--- config.mk ---
export PLATFORM = sky130hd
export DESIGN_NAME = interrupt_enable_classify
export DESIGN_NICKNAME = d
export VERILOG_FILES = /design/src/include/intc_pkg.sv /design/src/hw/apb_decode.sv /design/src/hw/source_combine.sv /design/src/hw/interrupt_enable_classify.sv
export VERILOG_INCLUDE_DIRS = /design/src /design/src/include
export SDC_FILE = /design/constraint.sdc
export NUM_CORES = 1
export LEC_CHECK = 0
export ABC_AREA = 1
export CORE_ASPECT_RATIO = 0.75
export CORE_UTILIZATION = 45
export CTS_CLUSTER_SIZE = 20
export DETAILED_ROUTE_END_ITERATION = 16
export DONT_BUFFER_PORTS = 1
export GPL_TIMING_DRIVEN = 1
export HOLD_SLACK_MARGIN = 0.15
export PLACE_DENSITY = 0.68
export SLEW_MARGIN = 20
export SYNTH_ARGS = -nofsm -noshare
export SYNTH_HDL_FRONTEND = slang
export SYNTH_SLANG_ARGS = --single-unit
--- constraint.sdc ---
create_clock -name pclk -period 1.7 [get_ports pclk]
set_input_delay 0.34 -clock pclk [delete_from_list [all_inputs] [get_ports pclk]]
set_output_delay 0.34 -clock pclk [all_outputs]
set_load 0.05 [all_outputs]
--- src/include/intc_cfg.svh ---
/*
 * Address map, reset values and source map of the interrupt front end.
 * Assumes inclusion by bare name from the package and the design files.
 */
`ifndef INTC_CFG_SVH
`define INTC_CFG_SVH

// ----------------------------------------------------------------------
// sizes
// ----------------------------------------------------------------------
`define SRC_COUNT          32
`define WORD_WIDTH         32

// ----------------------------------------------------------------------
// register byte addresses
// ----------------------------------------------------------------------
`define ADDR_NORMAL_STATUS 32'hfffff000
`define ADDR_FAST_STATUS   32'hfffff004
`define ADDR_RAW_STATUS    32'hfffff008
`define ADDR_CLASS_SELECT  32'hfffff00c
`define ADDR_ENABLE_SET    32'hfffff010
`define ADDR_ENABLE_CLEAR  32'hfffff014
`define ADDR_FORCE_SET     32'hfffff018
`define ADDR_FORCE_CLEAR   32'hfffff01c

// ----------------------------------------------------------------------
// values
// ----------------------------------------------------------------------
`define RESET_WORD         32'h00000000
`define READ_NONE          32'h00000000
// hardware request lines wired: all but bit 1 and bits 22 to 31
`define SRC_USED_MASK      32'h003ffffd

`endif

--- src/include/intc_pkg.sv ---
/*
 * Types shared by the interrupt front end modules.
 * Assumes intc_cfg.svh on the include path.
 */
`include "intc_cfg.svh"

package intc_pkg;

	// ------------------------------------------------------------------
	// vectors and bus bundles
	// ------------------------------------------------------------------
	typedef logic [`SRC_COUNT-1:0]  src_vec_t;
	typedef logic [`WORD_WIDTH-1:0] word_t;

	typedef struct packed {
		logic  psel;
		logic  penable;
		logic  pwrite;
		word_t paddr;
		word_t pwdata;
	} apb_req_s;

	typedef struct packed {
		logic normal_status;
		logic fast_status;
		logic raw_status;
		logic class_select;
		logic enable_set;
		logic enable_clear;
		logic force_set;
		logic force_clear;
	} reg_sel_s;

endpackage : intc_pkg

--- src/hw/apb_decode.sv ---
/*
 * Address decoder of the register slave: one select per register.
 * Assumes a full 32-bit byte address from the bus request bundle.
 */
`timescale 1ns/1ps
`include "intc_cfg.svh"

module apb_decode
	import intc_pkg::*;
(
	input  apb_req_s req,
	output reg_sel_s sel,
	output logic     unmapped
);

	// ------------------------------------------------------------------
	// full address compare
	// ------------------------------------------------------------------
	assign sel.normal_status = (req.paddr == `ADDR_NORMAL_STATUS);
	assign sel.fast_status   = (req.paddr == `ADDR_FAST_STATUS);
	assign sel.raw_status    = (req.paddr == `ADDR_RAW_STATUS);
	assign sel.class_select  = (req.paddr == `ADDR_CLASS_SELECT);
	assign sel.enable_set    = (req.paddr == `ADDR_ENABLE_SET);
	assign sel.enable_clear  = (req.paddr == `ADDR_ENABLE_CLEAR);
	assign sel.force_set     = (req.paddr == `ADDR_FORCE_SET);
	assign sel.force_clear   = (req.paddr == `ADDR_FORCE_CLEAR);

	// no register hit at all
	assign unmapped = ~|sel;

endmodule : apb_decode

--- src/hw/source_combine.sv ---
/*
 * Per-source combining: request or force, then enable and class routing.
 * Assumes requests are synchronous to the register clock.
 */
`timescale 1ns/1ps
`include "intc_cfg.svh"

module source_combine
	import intc_pkg::*;
(
	input  src_vec_t hw_request,
	input  src_vec_t force_bits,
	input  src_vec_t enable,
	input  src_vec_t select,
	output src_vec_t raw,
	output src_vec_t fast_pending,
	output src_vec_t normal_pending
);

	// unwired positions never carry a hardware request
	src_vec_t wired_request;
	assign wired_request = hw_request & `SRC_USED_MASK;

	// ------------------------------------------------------------------
	// one slice per source
	// ------------------------------------------------------------------
	genvar i;
	generate
		for (i = 0; i < `SRC_COUNT; i++) begin : g_src
			// force joins before anything else looks at it
			assign raw[i] = wired_request[i] | force_bits[i];
			// only enabled sources pass, class picks the output
			assign fast_pending[i] = raw[i] & enable[i] & select[i];
			assign normal_pending[i] = raw[i] & enable[i] & ~select[i];
		end
	endgenerate

endmodule : source_combine

--- src/hw/interrupt_enable_classify.sv ---
/*
 * Interrupt front end: raw status, enable mask, fast/normal classing,
 * software force, reached over an APB slave.
 * Assumes a single clock, requests synchronous to it, and an APB master
 * that keeps its request steady until pready.
 */
// Notes on behaviour
// - raw status read-only, ignores enable and class
// - enable read shows sources allowed to interrupt
// - enable write sets ones, zeros unchanged
// - enable clear is write-only, ones disable
// - zeros written to enable clear change nothing
// - one clear write suffices, no read first
// - only enabled sources reach either output
// - class select is read/write, one bit each
// - select zero normal, select one fast
// - force bits ORed into requests first
// - normal status is enabled normal-class sources
`timescale 1ns/1ps
`include "intc_cfg.svh"

module interrupt_enable_classify
	import intc_pkg::*;
(
	input  logic     pclk,
	input  logic     presetn,
	input  logic     pclken,
	input  logic     psel,
	input  logic     penable,
	input  logic     pwrite,
	input  word_t    paddr,
	input  word_t    pwdata,
	output word_t    prdata,
	output logic     pready,
	output logic     pslverr,
	input  src_vec_t source_request,
	output logic     fast_interrupt_out,
	output logic     normal_interrupt_out
);

	// ------------------------------------------------------------------
	// state and nets
	// ------------------------------------------------------------------
	src_vec_t fast_normal_select;
	src_vec_t source_enable_set;
	src_vec_t software_force_bits;
	logic     data_ready;

	src_vec_t raw_request_status;
	src_vec_t fast_pending;
	src_vec_t normal_pending;
	apb_req_s req;
	reg_sel_s sel;
	logic     unmapped;
	logic     access;
	logic     done;
	logic     wr_done;
	logic     load;
	word_t    read_word;
	src_vec_t next_select;
	src_vec_t next_enable;
	src_vec_t next_force;
	logic     next_data_ready;

	// ------------------------------------------------------------------
	// sub-blocks
	// ------------------------------------------------------------------
	// bundle the bus request for the decoder
	assign req = {psel, penable, pwrite, paddr, pwdata};

	apb_decode u_decode (
		.req      (req),
		.sel      (sel),
		.unmapped (unmapped)
	);

	source_combine u_combine (
		.hw_request     (source_request),
		.force_bits     (software_force_bits),
		.enable         (source_enable_set),
		.select         (fast_normal_select),
		.raw            (raw_request_status),
		.fast_pending   (fast_pending),
		.normal_pending (normal_pending)
	);

	// ------------------------------------------------------------------
	// bus phases
	// ------------------------------------------------------------------
	// access completes only on an enabled edge with data captured
	assign access  = psel & penable;
	assign pready  = pclken & data_ready;
	assign done    = access & pready;
	assign wr_done = done & pwrite;
	assign load    = pclken & psel & ~data_ready;
	assign pslverr = access & unmapped; // error on unmapped address
	assign next_data_ready = psel & ~done;

	// ------------------------------------------------------------------
	// read selection
	// ------------------------------------------------------------------
	// write-only registers read as zero
	assign read_word =
		({`WORD_WIDTH{sel.normal_status}} & normal_pending) |
		({`WORD_WIDTH{sel.fast_status}}   & fast_pending) |
		({`WORD_WIDTH{sel.raw_status}}    & raw_request_status) |
		({`WORD_WIDTH{sel.class_select}}  & fast_normal_select) |
		({`WORD_WIDTH{sel.enable_set}}    & source_enable_set) |
		({`WORD_WIDTH{sel.force_set}}     & software_force_bits);

	// ------------------------------------------------------------------
	// next register values
	// ------------------------------------------------------------------
	// class select takes the word as written
	assign next_select = (wr_done & sel.class_select) ? pwdata
		: fast_normal_select;

	// set register ORs ones in, clear register ANDs them out
	assign next_enable =
		(wr_done & sel.enable_set) ? (source_enable_set | pwdata)
		: (wr_done & sel.enable_clear) ? (source_enable_set & ~pwdata)
		: source_enable_set;

	// force bits use the same set and clear pairing
	assign next_force =
		(wr_done & sel.force_set) ? (software_force_bits | pwdata)
		: (wr_done & sel.force_clear) ? (software_force_bits & ~pwdata)
		: software_force_bits;

	// ------------------------------------------------------------------
	// register state
	// ------------------------------------------------------------------
	// frozen while pclken is low
	always_ff @(posedge pclk or negedge presetn) begin
		if (!presetn) begin
			fast_normal_select  <= `RESET_WORD;
			source_enable_set   <= `RESET_WORD;
			software_force_bits <= `RESET_WORD;
		end else if (pclken) begin
			fast_normal_select  <= next_select;
			source_enable_set   <= next_enable;
			software_force_bits <= next_force;
		end
	end

	// ------------------------------------------------------------------
	// bus response
	// ------------------------------------------------------------------
	// read data captured once per transfer, zero for writes
	always_ff @(posedge pclk or negedge presetn) begin
		if (!presetn) begin
			prdata     <= `READ_NONE;
			data_ready <= 1'b0;
		end else if (pclken) begin
			data_ready <= next_data_ready;
			if (load) begin
				prdata <= pwrite ? `READ_NONE : read_word;
			end
		end
	end

	// ------------------------------------------------------------------
	// interrupt outputs
	// ------------------------------------------------------------------
	// one registered level per class
	always_ff @(posedge pclk or negedge presetn) begin
		if (!presetn) begin
			fast_interrupt_out   <= 1'b0;
			normal_interrupt_out <= 1'b0;
		end else if (pclken) begin
			fast_interrupt_out   <= |fast_pending;
			normal_interrupt_out <= |normal_pending;
		end
	end

	// ------------------------------------------------------------------
	// checks
	// ------------------------------------------------------------------
	// raw read ignores enable and class
	property p_raw_read;
		@(posedge pclk) disable iff (!presetn)
		(load && !pwrite && sel.raw_status)
		|=> (prdata == $past(raw_request_status));
	endproperty
	a_raw_read: assert property (p_raw_read)
		else $error("raw status read mismatch");

	// enable read shows the mask
	property p_enable_read;
		@(posedge pclk) disable iff (!presetn)
		(load && !pwrite && sel.enable_set)
		|=> (prdata == $past(source_enable_set));
	endproperty
	a_enable_read: assert property (p_enable_read)
		else $error("enable read mismatch");

	// set write ORs in the ones
	property p_enable_set;
		@(posedge pclk) disable iff (!presetn)
		(wr_done && sel.enable_set)
		|=> (source_enable_set
			== ($past(source_enable_set) | $past(pwdata)));
	endproperty
	a_enable_set: assert property (p_enable_set)
		else $error("enable set write wrong");

	// clear write removes ones, keeps zeros
	property p_enable_clear;
		@(posedge pclk) disable iff (!presetn)
		(wr_done && sel.enable_clear)
		|=> (source_enable_set
			== ($past(source_enable_set) & ~$past(pwdata)));
	endproperty
	a_enable_clear: assert property (p_enable_clear)
		else $error("enable clear write wrong");

	// no enable bit turns on without a set write
	property p_clear_keeps;
		@(posedge pclk) disable iff (!presetn)
		(pclken && !(wr_done && sel.enable_set))
		|=> ((source_enable_set & ~$past(source_enable_set))
			== `RESET_WORD);
	endproperty
	a_clear_keeps: assert property (p_clear_keeps)
		else $error("enable bit set without set write");

	// a cleared source stops reaching the outputs two edges on
	property p_clear_blocks;
		@(posedge pclk) disable iff (!presetn)
		(wr_done && sel.enable_clear && (pwdata == ~`RESET_WORD))
		##1 pclken
		|=> (!fast_interrupt_out && !normal_interrupt_out);
	endproperty
	a_clear_blocks: assert property (p_clear_blocks)
		else $error("single clear write did not silence outputs");

	// outputs follow enabled class-routed sources
	property p_outputs;
		@(posedge pclk) disable iff (!presetn)
		pclken
		|=> ((fast_interrupt_out
			== |($past(raw_request_status) & $past(source_enable_set)
				& $past(fast_normal_select)))
		&& (normal_interrupt_out
			== |($past(raw_request_status) & $past(source_enable_set)
				& ~$past(fast_normal_select))));
	endproperty
	a_outputs: assert property (p_outputs)
		else $error("interrupt output not from enabled sources");

	// class select write stores the word
	property p_select_write;
		@(posedge pclk) disable iff (!presetn)
		(wr_done && sel.class_select)
		|=> (fast_normal_select == $past(pwdata));
	endproperty
	a_select_write: assert property (p_select_write)
		else $error("class select write wrong");

	// fast output only from select-one sources
	property p_fast_class;
		@(posedge pclk) disable iff (!presetn)
		(pclken && ((source_enable_set & fast_normal_select)
			== `RESET_WORD))
		|=> !fast_interrupt_out;
	endproperty
	a_fast_class: assert property (p_fast_class)
		else $error("fast output without fast-class source");

	// force bits appear in raw status
	property p_force_or;
		@(posedge pclk) disable iff (!presetn)
		((software_force_bits & ~raw_request_status) == `RESET_WORD);
	endproperty
	a_force_or: assert property (p_force_or)
		else $error("forced bit missing from raw status");

	// normal status read
	property p_normal_read;
		@(posedge pclk) disable iff (!presetn)
		(load && !pwrite && sel.normal_status)
		|=> (prdata == $past(raw_request_status & source_enable_set
			& ~fast_normal_select));
	endproperty
	a_normal_read: assert property (p_normal_read)
		else $error("normal status read mismatch");

	// unwired lines never show without force
	property p_map;
		@(posedge pclk) disable iff (!presetn)
		((raw_request_status & ~`SRC_USED_MASK & ~software_force_bits)
			== `RESET_WORD);
	endproperty
	a_map: assert property (p_map)
		else $error("unused source bit active");

	// raw bit tracks the combined request
	property p_raw_level;
		@(posedge pclk) disable iff (!presetn)
		(raw_request_status
			== ((source_request & `SRC_USED_MASK) | software_force_bits));
	endproperty
	a_raw_level: assert property (p_raw_level)
		else $error("raw status not equal to combined request");

	// state frozen while the clock enable is low
	property p_freeze;
		@(posedge pclk) disable iff (!presetn)
		!pclken
		|=> ($stable(source_enable_set) && $stable(fast_normal_select)
			&& $stable(software_force_bits) && $stable(prdata));
	endproperty
	a_freeze: assert property (p_freeze)
		else $error("state changed with clock enable low");

	// fast status read
	property p_fast_read;
		@(posedge pclk) disable iff (!presetn)
		(load && !pwrite && sel.fast_status)
		|=> (prdata == $past(raw_request_status & source_enable_set
			& fast_normal_select));
	endproperty
	a_fast_read: assert property (p_fast_read)
		else $error("fast status read mismatch");

	// zeros written to the clear word keep their enable bits
	property p_clear_zero;
		@(posedge pclk) disable iff (!presetn)
		(wr_done && sel.enable_clear)
		|=> (((source_enable_set ^ $past(source_enable_set))
			& ~$past(pwdata)) == `RESET_WORD);
	endproperty
	a_clear_zero: assert property (p_clear_zero)
		else $error("enable bit changed by a zero in clear");

	// write-only clear words read back as zero
	property p_wo_read;
		@(posedge pclk) disable iff (!presetn)
		(load && !pwrite && (sel.enable_clear || sel.force_clear))
		|=> (prdata == `READ_NONE);
	endproperty
	a_wo_read: assert property (p_wo_read)
		else $error("write-only register read not zero");

	// writes to raw status change no stored state
	property p_raw_ro;
		@(posedge pclk) disable iff (!presetn)
		(wr_done && sel.raw_status)
		|=> ($stable(source_enable_set) && $stable(fast_normal_select)
			&& $stable(software_force_bits));
	endproperty
	a_raw_ro: assert property (p_raw_ro)
		else $error("write to raw status changed state");

endmodule : interrupt_enable_classify

==> flow_metrics.env <==
export IMPL_finalCritPeriodShare_pct=99.98
export IMPL_area_growth_pct=20.60
export IMPL_avgSynthCellArea_um2=6.758
export IMPL_grt_max_degree=132
export IMPL_violations="negative hold slack"
export IMPL_netlist_area_mm2=0.007974
export IMPL_drtIter0Drc=659
export IMPL_final_cell_mix="370 x nand2_1, 157 x nand3_1, 139 x nor2_1"
export IMPL_hold_viol_final=131
export IMPL_finalPower_mw=7.234
export IMPL_worst_path_max_delay_cell="nor2_2"
export IMPL_place_ws_ns=-0.05393
export IMPL_cpPeakStageDelay_ns=0.18
export IMPL_fin_ws_ns=0.0002811
export IMPL_routed_wl_um=23600
export IMPL_fin_skew_ns=0.005618
export IMPL_vias_per_cell=5.227
export IMPL_gp_congestion=0.8380
export IMPL_max_slew_margin_pct=65.83
export IMPL_start_util_pct=46.68
export IMPL_cts_htree_levels=4
export IMPL_drt_pass1_iter_count=5
export IMPL_grt_usage_pct=26.88
export IMPL_core_mm2=0.01708
export IMPL_rows=41
export IMPL_grt_pass1_wl_um=37570
export IMPL_power_density_mw_per_mm2=752.2
export IMPL_min_period_ns=1.700
export IMPL_ios=138
export IMPL_reg2reg_setup_slack_ns=0.12
export IMPL_portBuffers=0
export IMPL_pwr_share_clk_pct=53.1
export IMPL_p_leak_nw=4.850
export IMPL_path_buf_inv=3
export IMPL_clock_latency_ns=0.42
export IMPL_critPathMaxFanout=6
export IMPL_syn_nets=1282
export IMPL_ys_warnings_count=0
export IMPL_n_antenna_cell=0
export IMPL_grt_overflow=0
export IMPL_clockBufferDepth=2
export IMPL_final_max_slew_violation_count=0
export IMPL_post_dp_cell_area_mm2=0.008544
export IMPL_rsz0062_at_grt="true"
export IMPL_wl_per_cell_um=16.08
export IMPL_crit_type="input port to output pin"
export IMPL_cp_end_kind="output pin"
export IMPL_peakVddDrop_uv=537.3
export IMPL_cts_root_buf="clkbuf_16"
export IMPL_antenna_found_initial=0
export IMPL_fin_nets=1321
export IMPL_status="finished with violations"
export IMPL_numCtsBuffers=17
export IMPL_synth_seq_cells=131
export IMPL_swShare_pct=23.28
export IMPL_combPwrFrac_pct=3.5
export IMPL_worstMarginPinSlew_ns=0.5126
export IMPL_die_area_mm2=0.01826
export IMPL_grt_pass1_vias=7232
export IMPL_cts_sink_count=131
export IMPL_timing_hold_ws_ns=-0.3898
export IMPL_cap_violations=0
export IMPL_synth_seq_area_share_pct=41.11
export IMPL_reg2reg_depth=7
export IMPL_vias=7673
export IMPL_syn_instance_count=1180
export IMPL_final_area_mm2=0.009617
export IMPL_cp_top_family="simple AND/OR/NAND/NOR gates"
export IMPL_setup_viol=0
export IMPL_post_dp_hpwl_um=15240
export IMPL_drc=0
export IMPL_drtAntennaViolNets=0
export IMPL_start_kind="input port"
export IMPL_layout_commonest_cell="nand2_1"
export IMPL_cts_hold_buf=34
export IMPL_fmax_ghz=0.5883
export IMPL_cts_clk_slew_worst_paths_ns=0.06
export IMPL_worstPathRequired_ns=1.36
export IMPL_synth_cell_type_count=23
export IMPL_crit_arrival_ns=1.36
export IMPL_layout_drive_gt1_share_pct=9.578
export IMPL_fp_dieH_um=117.3
export IMPL_reg2reg_to="fast_normal_select[15]"
export IMPL_switching_power_mw=1.684
export IMPL_cts_tree="done"
export IMPL_fp_dieW_um=155.7
export IMPL_hold_class="input port to async pin"
export IMPL_power_frac_seq_pct=43.4
export IMPL_crit_chain="inv_4, nand2_2, nor2_2, nand2_4, buf_6, nor2_2, nand2_4, nand3_4, nor3_4, buf_12"
export IMPL_rr_startpoint="data_ready"
export IMPL_p_int_mw=5.550
## cell usage after synthesis
cell	n	share of area, %
nand2_1	382	18
nand3_1	159	10
nor2_1	148	7.0
inv_1	137	6.4
dfrtp_1	131	41
o21ai_1	60	3.8
nor3_1	36	2.3
buf_2	32	2.0
mux2_1	30	4.2
clkbuf_1	12	0.56
buf_4	10	0.94
nand3b_1	9	0.85
nand4_1	8	0.63
o21ai_0	7	0.44
nor2_2	4	0.31
nand2_2	3	0.24
nand3_2	3	0.38
a21oi_1	2	0.13
mux2_2	2	0.28
nor2_4	2	0.28
inv_2	1	0.047
o22ai_1	1	0.079
or2_2	1	0.079
## layer usage
metal / part of all wire (%) / vias up / wire length [um] / GRT usage, %
li1: - / 3811 / - / -
met4: 1.5 / 0 / 353 / 7.124
met5: 0 / - / 0 / 0
met1: 48 / 3551 / 11270 / 38.04
met2: 43 / 282 / 10220 / 41.58
met3: 7.5 / 29 / 1765 / 6.038
## power groups by stage
stage	sequential [mW]	clock, mW	combinational (mW)
after floorplan	3.20	0	0.114
after global placement	3.20	0	0.155
after detailed placement	3.20	0	0.157
after CTS	3.14	3.88	0.250
after global routing	3.14	4.01	0.277
final	3.14	3.84	0.255
## final cells by class
type | count | area, um^2
clock buffer | 17 | 425.4
clock inverter | 15 | 180.2
fill | 1580 | 7466
inverter | 138 | 539.3
multi-input combinational | 858 | 4044
sequential | 131 | 3278
tap | 236 | 295.3
timing repair buffer | 73 | 854.6
## worst max path at each step
stage / slack (ns) / endpoint / start / cells after the start
floorplan: -0.10 / pslverr / paddr[11] / 9
detailed placement: -0.05 / pslverr / paddr[13] / 9
global route: -0.06 / pslverr / paddr[13] / 9
CTS: 0.002 / pslverr / paddr[13] / 9
global placement: -0.04 / pslverr / paddr[11] / 10
finish: 0.0003 / pslverr / paddr[10] / 10
## metrics by stage
stage	setup TNS, ns	instances	util [%]
final	0	1468	56.30
after global placement	-0.5334	1396	50.02
after global routing	-0.06737	1468	56.30
after CTS	0	1467	56.01
after floorplan	-0.1015	1180	-
after detailed placement	-1.022	1396	50.02
## timing repair
item	4_1_cts	5_1_grt
setup endpoints to repair	1	14
hold endpoints to repair	230	131
pin swaps	13	2
buffers inserted	6	0
resized for setup	15	6
cloned	1	1
## cell families after synthesis
kind of cell    after synthesis  synth area share (%)
simple gates                755                 39.95
buf+inv                     192                 10.01
flops                       131                 41.11
compound gates               70                 4.409
mux                          32                 4.519
(Power assumes the default switching activity.)
